### config.mk
export PLATFORM = sky130hd
export DESIGN_NAME = mps_port_switch
export DESIGN_NICKNAME = d
export VERILOG_FILES = /design/src/core/mps_pkg.sv /design/src/core/mps_clk_if.sv /design/src/core/mps_port_switch.sv /design/src/core/mps_clock_select.sv
export SDC_FILE = /design/constraint.sdc
export NUM_CORES = 1
export LEC_CHECK = 0
export ABC_AREA = 1
export BUFFER_PORTS_ARGS = -buffer_cell sky130_fd_sc_hd__buf_2
export CORE_ASPECT_RATIO = 1.5
export CORE_UTILIZATION = 42
export CTS_CLUSTER_SIZE = 24
export DETAILED_ROUTE_END_ITERATION = 6
export PLACE_DENSITY = 0.84
export RECOVER_POWER = 100
export SYNTH_ARGS = -nofsm -noshare
export SYNTH_HDL_FRONTEND = slang
export SYNTH_SLANG_ARGS = --single-unit
export TNS_END_PERCENT = 50
### constraint.sdc
create_clock -name clock -period 2.3 [get_ports clock]
set_input_delay 0.115 -clock clock [delete_from_list [all_inputs] [get_ports clock]]
set_output_delay 0.115 -clock clock [all_outputs]
set_load 0.005 [all_outputs]
### src/core/mps_pkg.sv
// constants and types shared by the mii port switch
// assumes a single 10 MHz core clock and mii clocks sampled in that domain
package mps_pkg;

  // clock source selection codes
  localparam logic [1:0] MPS_CLKSEL_INT = 2'h0;
  localparam logic [1:0] MPS_CLKSEL_EXT = 2'h1;
  localparam logic [1:0] MPS_CLKSEL_GATED = 2'h2;
  localparam logic [1:0] MPS_CLKSEL_RSVD = 2'h3;

  // raw mii clock bundle layout
  localparam int MPS_NUM_CLK = 4;
  localparam int MPS_IDX_INT_RX = 0;
  localparam int MPS_IDX_INT_TX = 1;
  localparam int MPS_IDX_EXT_RX = 2;
  localparam int MPS_IDX_EXT_TX = 3;

  // mii data nibble width
  localparam int MPS_NIB_W = 4;

  // reset values
  localparam logic [3:0] MPS_SYNC_RESET = 4'h0;
  localparam logic MPS_SRC_RESET = 1'b0;

  // gray-coded along gated -> run -> stopping; stopping -> gated flips both bits
  typedef enum logic [1:0] {
    MPS_GATED = 2'b00,
    MPS_RUN = 2'b01,
    MPS_STOPPING = 2'b11
  } mps_clk_state_type;

  typedef struct packed {
    logic [MPS_NUM_CLK-1:0] sync1;
    logic [MPS_NUM_CLK-1:0] sync2;
    mps_clk_state_type state;
    logic extSrc;
    logic rxClk;
    logic txClk;
  } mps_csel_state_type;

  typedef struct packed {
    logic routingMismatch;
    logic unsafeSwitch;
    logic portSelPrev;
  } mps_top_state_type;

endpackage

### src/core/mps_clk_if.sv
// carrier between the port switch top and its clock selector
// assumes both ends run on the same core clock
`timescale 1ns/100ps
interface mps_clk_if;
  logic [1:0] clkSel;
  logic [3:0] phyClks;
  logic rxClk;
  logic txClk;
  logic clocksRunning;
  logic extActive;

  modport ctrl (
    output clkSel,
    output phyClks,
    input rxClk,
    input txClk,
    input clocksRunning,
    input extActive
  );

  modport sel (
    input clkSel,
    input phyClks,
    output rxClk,
    output txClk,
    output clocksRunning,
    output extActive
  );
endinterface

### src/core/mps_port_switch.sv
// mii port switch: routes the mac to the internal phy or the external mii port
// assumes select inputs come from core-clock logic; mii pins are asynchronous
// Notes on behaviour
// - two-bit source select switches and gates rx and tx clocks without glitches.
// - port select muxes all mii signals except management and clocks.
// - management port follows its own select, independent of data routing.
// - source code 10 removes both mii clocks from internal logic.
// - port select moves rxd, rx valid/error, txd, tx enable, crs, col.
`timescale 1ns/100ps
module mps_port_switch
  import mps_pkg::*;
(
  // core clock and reset
  input wire logic clock,
  input wire logic rst_n,
  // configuration
  input wire logic externalPortSelect,
  input wire logic managementPortSelect,
  input wire logic [1:0] clockSourceSelect,
  // status
  output logic clocksRunning,
  output logic clockSourceExternal,
  output logic routingMismatch,
  output logic unsafeSwitch,
  // raw mii clocks
  input wire logic intRxClk,
  input wire logic intTxClk,
  input wire logic extRxClk,
  input wire logic extTxClk,
  // mac side
  output logic macRxClk,
  output logic macTxClk,
  input wire logic [MPS_NIB_W-1:0] macTxd,
  input wire logic macTxEn,
  output logic [MPS_NIB_W-1:0] macRxd,
  output logic macRxDv,
  output logic macRxEr,
  output logic macCrs,
  output logic macCol,
  // internal phy side
  output logic [MPS_NIB_W-1:0] intTxd,
  output logic intTxEn,
  input wire logic [MPS_NIB_W-1:0] intRxd,
  input wire logic intRxDv,
  input wire logic intRxEr,
  input wire logic intCrs,
  input wire logic intCol,
  // external port side
  output logic [MPS_NIB_W-1:0] extTxd,
  output logic extTxEn,
  input wire logic [MPS_NIB_W-1:0] extRxd,
  input wire logic extRxDv,
  input wire logic extRxEr,
  input wire logic extCrs,
  input wire logic extCol,
  // management master on the mac side
  input wire logic macMdc,
  input wire logic macMdioOut,
  input wire logic macMdioOe,
  output logic macMdioIn,
  // management to internal phy
  output logic intMdc,
  output logic intMdioOut,
  output logic intMdioOe,
  input wire logic intMdioIn,
  // management to external port
  output logic extMdc,
  output logic extMdioOut,
  output logic extMdioOe,
  input wire logic extMdioIn
);
  import mps_pkg::*;

  mps_clk_if clkIf ();
  mps_top_state_type st_r;
  mps_top_state_type st_nxt;

  assign clkIf.clkSel = clockSourceSelect;
  assign clkIf.phyClks = {extTxClk, extRxClk, intTxClk, intRxClk};

  mps_clock_select u_clock_select (
    .clock(clock),
    .rst_n(rst_n),
    .clkIf(clkIf.sel)
  );

  // clocks come out of the glitch-free selector
  assign macRxClk = clkIf.rxClk;
  assign macTxClk = clkIf.txClk;
  assign clocksRunning = clkIf.clocksRunning;
  assign clockSourceExternal = clkIf.extActive;

  // pure routing: registering would add latency to the mii timing path
  always_comb begin
    // data and control lines follow port select
    if (externalPortSelect) begin
      macRxd = extRxd;
      macRxDv = extRxDv;
      macRxEr = extRxEr;
      macCrs = extCrs;
      macCol = extCol;
      extTxd = macTxd;
      extTxEn = macTxEn;
      intTxd = '0;
      intTxEn = 1'b0;
    end else begin
      macRxd = intRxd;
      macRxDv = intRxDv;
      macRxEr = intRxEr;
      macCrs = intCrs;
      macCol = intCol;
      intTxd = macTxd;
      intTxEn = macTxEn;
      extTxd = '0;
      extTxEn = 1'b0;
    end
  end

  always_comb begin
    // management routed by its own select
    if (managementPortSelect) begin
      extMdc = macMdc;
      extMdioOut = macMdioOut;
      extMdioOe = macMdioOe;
      macMdioIn = extMdioIn;
      intMdc = 1'b0;
      intMdioOut = 1'b0;
      intMdioOe = 1'b0;
    end else begin
      intMdc = macMdc;
      intMdioOut = macMdioOut;
      intMdioOe = macMdioOe;
      macMdioIn = intMdioIn;
      extMdc = 1'b0;
      extMdioOut = 1'b0;
      extMdioOe = 1'b0;
    end
  end

  // status watch on the software sequence; the device cannot enforce it
  always_comb begin
    st_nxt = st_r;
    st_nxt.portSelPrev = externalPortSelect;
    // running clocks must come from the routed port
    st_nxt.routingMismatch = clkIf.clocksRunning && (clkIf.extActive != externalPortSelect);
    // flag a routing change while clocks still run
    st_nxt.unsafeSwitch = clkIf.clocksRunning && (externalPortSelect != st_r.portSelPrev);
  end

  always_ff @(posedge clock) begin
    if (!rst_n) begin
      st_r <= '{routingMismatch: 1'b0, unsafeSwitch: 1'b0, portSelPrev: MPS_SRC_RESET};
    end else begin
      st_r <= st_nxt;
    end
  end

  assign routingMismatch = st_r.routingMismatch;
  assign unsafeSwitch = st_r.unsafeSwitch;

  AST_RX_ROUTE: assert property (@(posedge clock) disable iff (!rst_n)
    externalPortSelect |-> macRxd == extRxd && macRxDv == extRxDv && macCol == extCol && !intTxEn)
    else $error("receive path not routed to external port");

  AST_TX_ROUTE: assert property (@(posedge clock) disable iff (!rst_n)
    !externalPortSelect |-> intTxd == macTxd && intTxEn == macTxEn && extTxd == '0 && macCrs == intCrs)
    else $error("transmit path not routed to internal phy");

  AST_MGMT_ROUTE: assert property (@(posedge clock) disable iff (!rst_n)
    managementPortSelect != externalPortSelect && managementPortSelect
    |-> extMdc == macMdc && macMdioIn == extMdioIn && !intMdioOe && !intMdc)
    else $error("management not routed independently");

  AST_GATE_OUT: assert property (@(posedge clock) disable iff (!rst_n)
    clockSourceSelect == MPS_CLKSEL_GATED [*8] |-> !macRxClk && !macTxClk)
    else $error("mac clocks still active after gating");

  AST_MISMATCH: assert property (@(posedge clock) disable iff (!rst_n)
    clocksRunning && (clockSourceExternal != externalPortSelect) |=> routingMismatch)
    else $error("routing mismatch not reported");

  CVR_SWITCH_EXT: cover property (@(posedge clock) disable iff (!rst_n)
    !clocksRunning ##1 clocksRunning && clockSourceExternal && externalPortSelect);
  CVR_MGMT_SPLIT: cover property (@(posedge clock) disable iff (!rst_n)
    managementPortSelect && !externalPortSelect && clocksRunning);
endmodule

### src/core/mps_clock_select.sv
// glitch-free selector and gate for the mac receive and transmit clocks
// assumes raw mii clocks are far slower than the core clock
`timescale 1ns/100ps
module mps_clock_select
  import mps_pkg::*;
(
  // core clock and reset
  input wire logic clock,
  input wire logic rst_n,
  // selection and clocks
  mps_clk_if.sel clkIf
);
  import mps_pkg::*;

  mps_csel_state_type cur_r;
  mps_csel_state_type cur_nxt;
  logic reqValid;
  logic reqExt;
  logic srcRx;
  logic srcTx;
  logic newRx;
  logic newTx;

  always_comb begin
    cur_nxt = cur_r;
    // two-stage synchroniser per clock
    cur_nxt.sync1 = clkIf.phyClks;
    cur_nxt.sync2 = cur_r.sync1;
    // 00 internal, 01 external, others gate
    reqValid = (clkIf.clkSel == MPS_CLKSEL_INT) || (clkIf.clkSel == MPS_CLKSEL_EXT);
    reqExt = (clkIf.clkSel == MPS_CLKSEL_EXT);
    srcRx = cur_r.extSrc ? cur_r.sync2[MPS_IDX_EXT_RX] : cur_r.sync2[MPS_IDX_INT_RX];
    srcTx = cur_r.extSrc ? cur_r.sync2[MPS_IDX_EXT_TX] : cur_r.sync2[MPS_IDX_INT_TX];
    newRx = reqExt ? cur_r.sync2[MPS_IDX_EXT_RX] : cur_r.sync2[MPS_IDX_INT_RX];
    newTx = reqExt ? cur_r.sync2[MPS_IDX_EXT_TX] : cur_r.sync2[MPS_IDX_INT_TX];
    case (cur_r.state)
      MPS_RUN: begin
        cur_nxt.rxClk = srcRx;
        cur_nxt.txClk = srcTx;
        // leave run on any source change
        if (!reqValid || (reqExt != cur_r.extSrc)) begin
          cur_nxt.state = MPS_STOPPING;
        end
      end
      MPS_STOPPING: begin
        // only falling edges pass, so no runt high pulse
        cur_nxt.rxClk = cur_r.rxClk & srcRx;
        cur_nxt.txClk = cur_r.txClk & srcTx;
        if (!cur_nxt.rxClk && !cur_nxt.txClk) begin
          cur_nxt.state = MPS_GATED;
        end
      end
      MPS_GATED: begin
        // gated state keeps both clocks low, whatever the select code, until run starts
        cur_nxt.rxClk = 1'b0;
        cur_nxt.txClk = 1'b0;
        if (reqValid) begin
          cur_nxt.extSrc = reqExt;
          // start on a low phase so the first pulse is whole
          if (!newRx && !newTx) begin
            cur_nxt.state = MPS_RUN;
          end
        end
      end
      default: begin
        cur_nxt.state = MPS_GATED;
        cur_nxt.rxClk = 1'b0;
        cur_nxt.txClk = 1'b0;
      end
    endcase
  end

  always_ff @(posedge clock) begin
    if (!rst_n) begin
      cur_r <= '{sync1: MPS_SYNC_RESET, sync2: MPS_SYNC_RESET, state: MPS_GATED,
                 extSrc: MPS_SRC_RESET, rxClk: 1'b0, txClk: 1'b0};
    end else begin
      cur_r <= cur_nxt;
    end
  end

  assign clkIf.rxClk = cur_r.rxClk;
  assign clkIf.txClk = cur_r.txClk;
  assign clkIf.clocksRunning = (cur_r.state == MPS_RUN);
  assign clkIf.extActive = cur_r.extSrc;

  AST_GATED_LOW: assert property (@(posedge clock) disable iff (!rst_n)
    cur_r.state == MPS_GATED |-> !cur_r.rxClk && !cur_r.txClk)
    else $error("clock high while gated");

  AST_NO_RUNT: assert property (@(posedge clock) disable iff (!rst_n)
    $rose(cur_r.rxClk) || $rose(cur_r.txClk) |-> $past(cur_r.state) == MPS_RUN)
    else $error("clock rose outside run state");

  AST_GATE_CODE: assert property (@(posedge clock) disable iff (!rst_n)
    (cur_r.state == MPS_RUN && clkIf.clkSel[1]) |=> cur_r.state == MPS_STOPPING)
    else $error("gate or reserved code did not stop clocks");

  AST_SRC_FOLLOW: assert property (@(posedge clock) disable iff (!rst_n)
    (cur_r.state == MPS_GATED && clkIf.clkSel == MPS_CLKSEL_EXT) |=> cur_r.extSrc)
    else $error("external source not taken");

  AST_RUN_TRACKS: assert property (@(posedge clock) disable iff (!rst_n)
    (cur_r.state == MPS_RUN && clkIf.clkSel == MPS_CLKSEL_INT && !cur_r.extSrc)
    |=> cur_r.rxClk == $past(cur_r.sync2[MPS_IDX_INT_RX]))
    else $error("running clock does not follow internal source");

  CVR_GATE: cover property (@(posedge clock) disable iff (!rst_n)
    cur_r.state == MPS_STOPPING ##1 cur_r.state == MPS_GATED);
  CVR_EXT_RUN: cover property (@(posedge clock) disable iff (!rst_n)
    cur_r.state == MPS_RUN && cur_r.extSrc && $rose(cur_r.rxClk));
endmodule

## Yosys cells after proc, flatten, opt, wreduce, memory -nomap -nowiden

Cells that the tools add are included.

- Output and inout port bits: 31
- Flip-flop bits (word level): 16
- Logic and storage cells: 62

- Mux-type cells: 26
- Reduce and logical (&&, ||, !) cells: 15
- Bitwise operators: 2
- Equality and inequality tests: 10

Operators by type and width:

| cell | number |
|---|---|
| 1-bit 2-to-1 mux | 17 |
| 4-bit 2-to-1 mux | 3 |
| 2-bit by 1-bit != test with 1-bit output, second input constant | 4 |
| 2-bit 2-to-1 mux | 3 |
| 2-bit case mux with 3 select lines | 1 |
| 1-bit zero test | 5 |
| 2-bit by 1-bit equality test with 1-bit output, second input constant | 2 |
| 1-bit logical AND | 4 |
| 2-bit zero test | 2 |
| 2-bit case mux with 2 select lines | 1 |
| 4-bit AND reduction | 1 |
| 3-bit 2-to-1 mux | 1 |
| 1-bit != test | 3 |
| 1-bit AND | 2 |
| 2-bit equality test, second input constant | 1 |
| 1-bit logical OR | 2 |
| 2-bit AND reduction | 1 |

## Logic depth before layout (Yosys ltp)

Gate-level depths: netlist of run 1.

- Depth after elaboration: 7
- Mapped depth: 7

## Cells and area by module

A second synthesis of run 1 with hierarchy kept.

- Cell total of the unflattened synthesis: 151
- Area, all modules: 887.1 µm²

Modules (own cells, without submodules):

| module | cells an instance | instances | area each (µm²) |
|---|---|---|---|
| mps_clock_select | 73 | 1 | 514.2 |
| mps_port_switch | 78 | 1 | 372.9 |

## Least setup slack after synthesis of run 1

No wires, ideal clock.

- Path type: flip-flop to flip-flop
- Start point: reg u_clock_select.cur_r, in the netlist u_clock_select.clkIf.extActive
- End point: reg u_clock_select.cur_r[3] (netlist name)
- Slack: 1.318 ns
- Arrival: 0.866 ns
- Stages on the path, launching flop included: 8
- Setup time: 0.116 ns
- Required time: 2.184 ns
- Path buffers: 0
- Cells stage by stage: dfxtp_1 > inv_2 > nand2_1 > nand2_2 > nand2_4 > nand3_2 > a21oi_2 > nor2_1

- Word-level cells in the longest chain between the ends: 6
- Elaborated cells on any way between the ends: 12
- Those cells by class: eq/ne: 3; mux: 2; bitwise: 2; reduce/logical: 5

RTL lines:

| item | line | RTL |
|---|---|---|
| start, declared | mps_clock_select.sv:15 | `mps_csel_state_type cur_r;` |
| start signal, assigned | mps_clock_select.sv:75 | `cur_r <= '{sync1: MPS_SYNC_RESET, sync2: MPS_SYNC_RESET, state: MPS_GATED,` |
| start signal, assigned | mps_clock_select.sv:78 | `cur_r <= cur_nxt;` |
| 1-bit 2-to-1 mux, on equally long branches | mps_clock_select.sv:32, mps_clock_select.sv:33 |  |
| 1-bit AND, on equally long branches | mps_clock_select.sv:47, mps_clock_select.sv:48 |  |
| 1-bit zero test | mps_clock_select.sv:49 | `if (!cur_nxt.rxClk && !cur_nxt.txClk) begin` |
| 1-bit logical AND | mps_clock_select.sv:49 |  |
| 2-bit by 1-bit != test with 1-bit output (no source line) | -- |  |
| 4-bit AND reduction (no source line) * | -- |  |

Every way passes the cells marked *; elsewhere a longest branch is shown, timed or not.
A chain may end at the register's enable or synchronous reset.

## Final worst setup path of run 1

- Start point: in externalPortSelect
- End point: out macRxd[3]

- Word-level cells in the longest chain between the ends: 1

RTL lines:

| item | line | RTL |
|---|---|---|
| start, declared | mps_port_switch.sv:17 | `input wire logic externalPortSelect,` |
| 4-bit 2-to-1 mux | mps_port_switch.sv:96 | `if (externalPortSelect) begin` |
| end, declared | mps_port_switch.sv:35 | `output logic [MPS_NIB_W-1:0] macRxd,` |

Every way passes these cells.

==> results of run 1 <==
## cell families after synthesis
family          after synthesis  synth area share
compound gates                6            0.0453
xor+xnor                      2            0.0198
buf+inv                      39             0.173
flops                        16             0.362
mux                           9             0.115
simple gates                 57             0.286
## power groups by stage
stage,combinational (uW),sequential (uW),clock (uW)
floorplan,76.5,305,0
global placement,142,305,0
detailed placement,146,306,0
CTS,146,300,187
global route,158,301,201
finish,139,299,178
## routing by layer
layer / wire [um] / GRT usage / vias to the layer above
met2: 1130 / 0.349 / 37
met5: 0 / 0 / -
li1: - / - / 507
met1: 687 / 0.146 / 418
met4: 7 / 0.0443 / 0
met3: 108 / 0.0345 / 2
## synth_stat cells
| library cell | count |
|---|---|
| mux2_2 | 2 |
| buf_2 | 2 |
| o21ai_1 | 1 |
| nor2_1 | 15 |
| inv_2 | 2 |
| nand2_1 | 30 |
| a21oi_2 | 2 |
| inv_1 | 34 |
| o22ai_1 | 2 |
| a21oi_1 | 1 |
| nand2_2 | 3 |
| xnor2_1 | 2 |
| nand3_2 | 1 |
| buf_4 | 1 |
| nand2_4 | 2 |
| nor2_2 | 2 |
| mux2_1 | 7 |
| nand3_1 | 4 |
| dfxtp_1 | 16 |
## final cells by class
cell class / instances / area, um^2 / share of cell area
Multi-Input combinational cell: 74 / 405 / 0.329
Clock buffer: 4 / 36.3 / 0.0294
Inverter: 36 / 135 / 0.110
Timing Repair Buffer: 66 / 309 / 0.251
Tap cell: 22 / 27.5 / 0.0223
Sequential cell: 16 / 320 / 0.260
## worst max-delay path by stage
stage / end / slack (ns) / depth (start not counted)
3_3_place_gp: macRxDv / 1.24 / 3
4_1_cts: clocksRunning / 1.16 / 4
2_1_floorplan: u_clock_select.cur_r[3]$_SDFFE_PN0P_ / 1.32 / 7
3_5_place_dp: macRxd[3] / 1.23 / 3
6_report: macRxd[3] / 0.86 / 3
5_1_grt: macRxd[3] / 0.76 / 3
## per-stage QoR
stage / cell area [um^2] / total power [uW]
global placement: 1220 / 448
CTS: 1260 / 633
finish: 1230 / 617
global route: 1230 / 659
floorplan: 885 / 381
detailed placement: 1220 / 452
## critical path: cells and delay by family
family	cells	cell delay, ns
buffers and inverters	2	0.79
muxes	1	0.41
## sequential cells by signal, summed over array words and instances, names as in the netlist
register and count:
u_clock_select.clkIf.rxClk 1, st_r 1, u_clock_select.clkIf.txClk 1, routingMismatch 1, u_clock_select.clkIf.extActive 1, unsafeSwitch 1
u_clock_select.cur_r 6, u_clock_select.cur_nxt 4
==> impl_results.md, run 1 <==
* Largest net degree at the start of global routing at 22
* Worst r2r dst: u_clock_select.cur_r[3]$_SDFFE_PN0P_
* Maximum vdd drop at 385 uV
* Hold Path Sink: u_clock_select.cur_nxt[7]$_SDFF_PN0_
* Final Setup Violations at 0
* Placed Instances at 214
* Final GP Congestion at 0.840
* Most frequent cells in the layout: buf_2 (49), inv_1 (35), nand2_1 (30)
* Vias in the first global route at 774
* Fin crit share at 0.625
* # clock sinks at 16
* Top Ports at 67
* Clock Latency Late Sink at 0.28 ns
* Final TNS setup at 0 ns
* Fin. Hold Viols at 0
* Number of CTS-inserted buffers at 3
* Antenna violations before repair at 0
* YS warnings at 0
* Clock skew at 0.00256 ns
* WL/cell at 8.86 um
* Cell-internal power at 456 uW
* Clock buffer depth at 2
* Pwr dens at 500 nW/um^2
* Share of layout cells above drive strength 1 at 0.327
* Leading cell type in the layout, fill and taps excluded: buf_2
* DR vias at 964
* Die height at 58.2 um
* Cell row count at 20
* Worst Hold Depth at 3
* Crit path cell chain: clkbuf_1 -> mux2_2 -> buf_2
* Reg2Reg Launch Point: u_clock_select.clkIf.extActive$_SDFFE_PN0P_
* Final worst setup slack at 0.862 ns
* First-pass GRT wire length at 2810 um
* Setup repair bufs after CTS at 0
* Hold crit path type: primary input to flip-flop
* Tmin final at 1.44 ns
* Clock power frac at 0.289
* CP max stage cell: clkbuf_1
* Fraction of power consumed by sequential logic at 0.485
* Largest cells by area after synthesis: dfxtp_1 (36%), inv_1 (14%), nand2_1 (13%), mux2_1 (8.9%), nor2_1 (6.4%)
* Setup crit end kind: output pin
* Combinational share of power at 0.226
* Hold path start: extRxClk
* Core area at 2000 um^2
* Residual DRC at 0
* Fmax at 0.696 GHz
* Count of different cell masters after synthesis at 19
* ANT cells at 0
* Max-capacitance violation count at 0
* #FFs+latches synth at 16
* Synth area leader: dfxtp_1
* H-tree Lvls at 1
* Worst hold margin at 0.0124 ns
* Relative slew slack at 0.387
* Fillers at 208
* Mapped Cells at 129
* CP peak stage delay at 0.67 ns
* Avg Synthesized Cell Area at 6.86 um^2
* Post-DP HPWL at 1650 um
* Beginning of the critical path: externalPortSelect
* Crit Path Class: primary input to output pin
* Static Leakage at 0.000791 uW
* CTS tree: done
* Max-slew violation count at 0
* Worst setup SP type: primary input
* Synth Cell Area at 885 um^2
* Synth Net Count at 165
* Overflow after GRT at 0
* Layout Utilization at 0.616
* RSZ-0062 raised after global routing: no
* Drt first pass iters at 4
* Starting Density at 0.442
* ANT nets after route at 0
* P_sw at 161 uW
* Root buf cell: clkbuf_4
* Crit Path Max Fanout at 21
* Synth top area share at 0.362
* Post-synthesis sequential area ratio at 0.362
* Final net count at 233
* Reg clk slew, reported paths at 0.09 ns
* Initial DRC count at 15
* Die area at 2300 um^2
* Data required time of the critical path at 2.18 ns
* Vias per Instance at 4.42
* Worst EP arrival at 1.32 ns
* Routed wire length at 1930 um
* Post-CTS Resized at 0
* Cells on worst reg2reg path at 7
* Total global-route track usage at 0.170
* Chip Width at 39.5 um
* Switching Fraction at 0.261
* Buffers on Ports at 66
* Run status: completed
* R2r setup slk at 1.22 ns
* # hold bufs at CTS at 0
* Layout area overhead at 39.5%
* Slew at the pin closest to its max-slew limit at 0.919 ns
* Layout Cells excl Fill at 218
* Pre-CTS WS at 1.23 ns
(Power assumes the default switching activity.)
==> run 2: changes to the inputs <==
Settings changed: ABC_AREA 1 to 0, CORE_UTILIZATION 42 to 37, PLACE_DENSITY 0.84 to 0.78.
Clock period 2.3 ns to 1.35 ns, I/O delays scaled along.
==> impl_results.md, run 2 <==
* Worst EP arrival at 1.34 ns (was 1.32 ns)
* Share of layout cells above drive strength 1 at 0.467 (was 0.327)
* Total global-route track usage at 0.189 (was 0.170)
* Final net count at 187 (was 233)
* Tmin final at 1.18 ns
* First-pass GRT wire length at 2950 um (was 2810 um)
* Final Setup Violations at 0 (unchanged)
* Post-DP HPWL at 1600 um (was 1650 um)
* RSZ-0062 raised after global routing: no (unchanged)
* Data required time of the critical path at 1.52 ns (was 2.18 ns)
* Max-capacitance violation count at 0 (unchanged)
* Fin crit share at 0.874
* Fmax at 0.848 GHz
* Antenna violations before repair at 0 (unchanged)
* Clock Latency Late Sink at 0.28 ns (about the same)
* Cell row count at 20 (unchanged)
* Combinational share of power at 0.220 (was 0.226)
* Largest cells by area after synthesis: dfxtp_1 (41%), mux2_2 (14%), and2_1 (14%), nor2b_1 (8.8%), xnor2_1 (2.2%) (was dfxtp_1 (36%), inv_1 (14%), nand2_1 (13%), mux2_1 (8.9%), nor2_1 (6.4%))
* Fraction of power consumed by sequential logic at 0.485 (about the same)
* Switching Fraction at 0.245 (was 0.261)
* Count leader, synth: and2_1 (was inv_1)
* WL/cell at 12.0 um (was 8.86 um)
* Maximum vdd drop at 674 uV (was 385 uV)
* Ys async rst share at 0 (unchanged)
* ANT nets after route at 0 (unchanged)
* Buffers on Ports at 66 (unchanged)
* Slew at the pin closest to its max-slew limit at 0.355 ns (was 0.919 ns)
* Final GP Congestion at 0.794 (was 0.840)
* Top Ports at 67 (unchanged)
* Pwr dens at 884 nW/um^2 (was 500 nW/um^2)
* Synth top area share at 0.410 (was 0.362)
* Fin. Hold Viols at 0 (unchanged)
* Post-synth EDFFs at 0 (unchanged)
* Crit Path Max Fanout at 3 (was 21)
* Final TNS setup at 0 ns (unchanged)
* Leading cell type in the layout, fill and taps excluded: buf_2 (unchanged)
* Drt first pass iters at 4 (unchanged)
* Root buf cell: clkbuf_4 (unchanged)
* Most frequent cells in the layout: buf_2 (51), dfxtp_1 (16), clkbuf_1 (13) (was buf_2 (49), inv_1 (35), nand2_1 (30))
* Core area at 2000 um^2 (unchanged)
* Max-slew violation count at 0 (unchanged)
* CTS tree: done (unchanged)
* Clock buffer depth at 2 (unchanged)
* Crit Path Class: flip-flop to flip-flop (was primary input to output pin)
* Top FF cell, synth: dfxtp_1 (unchanged)
* Synth Cell Area at 782 um^2 (was 885 um^2)
* Static Leakage at 0.000563 uW (was 0.000791 uW)
* Biggest register: u_clock_select.cur_r (unchanged)
* P_sw at 258 uW (was 161 uW)
* Setup crit end kind: flip-flop (was output pin)
* Reg clk slew, reported paths at 0.09 ns (about the same)
* Worst setup SP type: flip-flop (was primary input)
* Starting Density at 0.391 (was 0.442)
* Vias per Instance at 4.82 (was 4.42)
* H-tree Lvls at 1 (unchanged)
* Hold crit path type: primary input to flip-flop (unchanged)
* Mapped Cells at 78 (was 129)
* Die area at 2310 um^2 (was 2300 um^2)
* Routed wire length at 2060 um (was 1930 um)
* Vias in the first global route at 777 (was 774)
* DR vias at 829 (was 964)
* Run status: completed (unchanged)
* Synth Net Count at 114 (was 165)
* Chip Width at 39.5 um (about the same)
* Number of CTS-inserted buffers at 3 (unchanged)
* Overflow after GRT at 0 (unchanged)
* #FFs+latches synth at 16 (unchanged)
* Fillers at 193 (was 208)
* ANT cells at 0 (unchanged)
* Max reg flops at 6 (unchanged)
* Post-synthesis sequential area ratio at 0.410 (was 0.362)
* YS warnings at 0 (unchanged)
* Clock skew at 0.00249 ns (was 0.00256 ns)
* Residual DRC at 0 (unchanged)
* Layout Utilization at 0.594 (was 0.616)
* Initial DRC count at 7 (was 15)
* Top cells by count, synth: and2_1 (17), dfxtp_1 (16), nor2b_1 (11) (was inv_1 (34), nand2_1 (30), dfxtp_1 (16))
* Relative slew slack at 0.760 (was 0.387)
* Largest net degree at the start of global routing at 22 (unchanged)
* Worst hold margin at 0.113 ns (was 0.0124 ns)
* Cell-internal power at 794 uW (was 456 uW)
* Clock power frac at 0.295 (was 0.289)
* # clock sinks at 16 (unchanged)
* Count of different cell masters after synthesis at 22 (was 19)
* Avg Synthesized Cell Area at 10.0 um^2 (was 6.86 um^2)
* Layout area overhead at 52.0% (was 39.5%)
* Die height at 58.3 um (was 58.2 um)
* Synth area leader: dfxtp_1 (unchanged)
[run 2: kinds of logic (layout without fill, tap and decap cells)]
| family | count (synthesis) | count (layout) | share of synthesized area |
|---|---|---|---|
| compound gates | 3 | 3 | 0.0432 |
| buf+inv | 4 | 76 | 0.0208 |
| flops | 16 | 16 | 0.410 |
| xor+xnor | 3 | 3 | 0.0336 |
| simple gates | 40 | 40 | 0.317 |
| mux | 12 | 12 | 0.176 |
[run 2: power groups by stage]
stage | registers, uW | logic (uW) | clock network, uW
global route | 513 | 254 | 343
global placement | 520 | 222 | 0
finish | 510 | 231 | 311
floorplan | 520 | 110 | 0
detailed placement | 521 | 230 | 0
CTS | 510 | 240 | 321
[run 2: stage by stage]
step	instances	setup slack [ns]	instance area (um^2)	power, uW
detailed placement	164	0.233	1130	751
global route	172	0.114	1190	1110
floorplan	78	0.171	782	630
global placement	164	0.250	1130	742
CTS	172	0.219	1210	1070
finish	172	0.171	1190	1050
[run 2: worst max-delay path: stages (launching register included)]
cell	delay [ns]
dfxtp_1	0.38
mux2_1	0.37
a22oi_2	0.22
a211oi_2	0.09
[run 2: repair_timing]
action	in CTS	in global routing
hold buffers	4	0
buffers inserted	0	0
gates resized for setup	0	0
hold endpoints to repair	4	0
[run 2: final cells by class]
class	count	area (um^2)	area share
Clock buffer	4	36.3	0.0305
Inverter	1	3.75	0.00316
Multi-Input combinational cell	58	442	0.372
Sequential cell	16	320	0.269
Tap cell	22	27.5	0.0232
Timing Repair Buffer	71	359	0.302
[run 2: worst paths after layout]
check	from	to	slack [ns]	cells past startpoint
worst max register to register	u_clock_select.clkIf.extActive$_SDFFE_PN0P_	u_clock_select.cur_r[4]$_SDFFE_PN0P_	0.17	3
worst min register to register	u_clock_select.cur_nxt[6]$_SDFF_PN0_	u_clock_select.cur_r[6]$_SDFF_PN0_	0.44	1
worst min-delay path	clockSourceSelect[0]	u_clock_select.clkIf.extActive$_SDFFE_PN0P_	0.11	3
worst max-delay path	u_clock_select.clkIf.extActive$_SDFFE_PN0P_	u_clock_select.cur_r[4]$_SDFFE_PN0P_	0.17	3
[run 2: routing by layer]
| metal | GRT usage | up-vias | share of wire |
|---|---|---|---|
| met3 | 0.0302 | 6 | 0.064 |
| met2 | 0.382 | 44 | 0.62 |
| met1 | 0.136 | 374 | 0.29 |
| met4 | 0.133 | 0 | 0.024 |
| met5 | 0 | - | 0 |
| li1 | - | 405 | - |
==> run 3: changes to the inputs <==
Settings changed: CELL_PAD_IN_SITES_DETAIL_PLACEMENT from default to 0, CELL_PAD_IN_SITES_GLOBAL_PLACEMENT from default to 1, CORE_UTILIZATION 37 to 25, PLACE_DENSITY 0.78 to default, PLACE_DENSITY_LB_ADDON from default to 0.1.
==> impl_results.md, run 3 (same netlist as run 2, synthesis figures left out) <==
* Worst Hold Depth at 2 (was 3)
* ANT cells at 0 (unchanged)
* Max-slew violation count at 0 (unchanged)
* Fin crit share at 0.872 (was 0.874)
* Leading cell type in the layout, fill and taps excluded: buf_2 (unchanged)
* Crit Path Max Fanout at 3 (unchanged)
* Initial DRC count at 22 (was 7)
* Clock Latency Late Sink at 0.25 ns (was 0.28 ns)
* Static Leakage at 0.000554 uW (was 0.000563 uW)
* Residual DRC at 0 (unchanged)
* Fin. Hold Viols at 0 (unchanged)
* Final GP Congestion at 0.765 (was 0.794)
* Max reg flops at 6 (unchanged)
* Biggest register: u_clock_select.cur_r (unchanged)
* Worst EP arrival at 1.31 ns (was 1.34 ns)
* Placed Instances at 182 (was 164)
* RSZ-0062 raised after global routing: no (unchanged)
* Slew at the pin closest to its max-slew limit at 0.432 ns (was 0.355 ns)
* Top Ports at 67 (unchanged)
* Total global-route track usage at 0.129 (was 0.189)
* Max-capacitance violation count at 0 (unchanged)
* Root buf cell: clkbuf_8 (was clkbuf_4)
* Buffers on Ports at 66 (unchanged)
* Cells on worst reg2reg path at 3 (unchanged)
* Crit Path Class: flip-flop to flip-flop (unchanged)
* Final TNS setup at 0 ns (unchanged)
* Routed wire length at 1920 um (was 2060 um)
* Maximum vdd drop at 328 uV (was 674 uV)
* Largest net degree at the start of global routing at 22 (unchanged)
* Number of CTS-inserted buffers at 3 (unchanged)
* Share of layout cells above drive strength 1 at 0.469 (was 0.467)
* Most frequent cells in the layout: buf_2 (51), dfxtp_1 (16), clkbuf_1 (15) (was buf_2 (51), dfxtp_1 (16), clkbuf_1 (13))
* Vias in the first global route at 747 (was 777)
* Vias per Instance at 4.26 (was 4.82)
* Die area at 3360 um^2 (was 2310 um^2)
* Setup crit end kind: flip-flop (unchanged)
* Cell row count at 24 (was 20)
* Final Setup Violations at 0 (unchanged)
* Setup repair bufs after CTS at 0 (unchanged)
* Hold crit path type: primary input to flip-flop (unchanged)
* Worst setup SP type: flip-flop (unchanged)
* Post-CTS Resized at 0 (unchanged)
* # hold bufs at CTS at 0 (was 4)
* Chip Width at 47.7 um (was 39.5 um)
* Fmax at 0.850 GHz (was 0.848 GHz)
* Crit path cell chain: mux2_1 -> a22oi_2 -> a211oi_2 (unchanged)
* Die height at 70.5 um (was 58.3 um)
* Starting Density at 0.266 (was 0.391)
* Run status: completed (unchanged)
* Layout area overhead at 52.3% (was 52.0%)
* Clock skew at 0.00102 ns (was 0.00249 ns)
* CP max stage cell: dfxtp_1 (unchanged)
* CP peak stage delay at 0.37 ns (was 0.38 ns)
* Data required time of the critical path at 1.48 ns (was 1.52 ns)
* Post-DP HPWL at 1540 um (was 1600 um)
* H-tree Lvls at 1 (unchanged)
* Overflow after GRT at 0 (unchanged)
* R2r setup slk at 0.17 ns (about the same)
* Reg clk slew, reported paths at 0.06 ns (was 0.09 ns)
* # clock sinks at 16 (unchanged)
* Layout Cells excl Fill at 186 (was 172)
* Antenna violations before repair at 0 (unchanged)
* Drt first pass iters at 4 (unchanged)
* CTS tree: done (unchanged)
* First-pass GRT wire length at 3110 um (was 2950 um)
* ANT nets after route at 0 (unchanged)
* Tmin final at 1.18 ns (about the same)
* WL/cell at 10.3 um (was 12.0 um)
* Clock buffer depth at 2 (unchanged)
* Core area at 2940 um^2 (was 2000 um^2)
* Pwr dens at 970 nW/um^2 (was 884 nW/um^2)
* Relative slew slack at 0.712 (was 0.760)
* DR vias at 792 (was 829)
* Final net count at 184 (was 187)
[run 3: changes by cell type in the layout (fill, tap and decap cells not counted), sizes merged]
cell,before,now
clkbuf,20,21
dlygate4sd3,4,0
[run 3: stage by stage]
stage / hold WS, ns / setup slack, ns / instance area (um^2) / total power [uW] / util
3_3_place_gp: 0.273 / 0.227 / 1160 / 750 / 0.395
2_1_floorplan: 0.165 / 0.171 / 782 / 630 / -
4_1_cts: 0.0141 / 0.209 / 1220 / 1180 / 0.414
3_5_place_dp: 0.276 / 0.218 / 1160 / 752 / 0.395
6_report: 0.0176 / 0.173 / 1190 / 1150 / 0.405
5_1_grt: 0.0263 / 0.111 / 1190 / 1210 / 0.405
[run 3: path summary, 6_finish.rpt]
kind,endpoint,startpoint
setup / recovery,u_clock_select.cur_r[4]$_SDFFE_PN0P_,u_clock_select.clkIf.extActive$_SDFFE_PN0P_
hold / removal,u_clock_select.cur_nxt[5]$_SDFF_PN0_,intRxClk
setup reg to reg,u_clock_select.cur_r[4]$_SDFFE_PN0P_,u_clock_select.clkIf.extActive$_SDFFE_PN0P_
hold reg to reg,u_clock_select.cur_r[8]$_SDFF_PN0_,u_clock_select.cur_nxt[8]$_SDFF_PN0_
[run 3: power breakdown]
group | switching, uW | internal, uW | total [uW]
clock network | 167 | 259 | 427
registers | 11.4 | 496 | 507
logic | 94.6 | 127 | 221
total | 274 | 881 | 1150
[run 3: area by class of cell]
cell class	instances	area (um^2)
inverter	1	3.75
clock buffer	4	55.1
tap	39	48.8
sequential	16	320
fill	321	1750
timing repair buffer	68	322
multi-input combinational	58	442
[run 3: critical path: cells and delay by family, from the launching register on]
kind,cells,cell delay [ns]
muxes,1,0.37
AOI/OAI and AO/OA,2,0.32
DFF,1,0.37
[run 3: routing by layer]
metal  track usage  vias up  share of wire
li1              -      398              -
met1         0.116      350           0.34
met2         0.237       39           0.55
met3        0.0310        5          0.078
met4        0.0741        0          0.025
met5             0        -              0
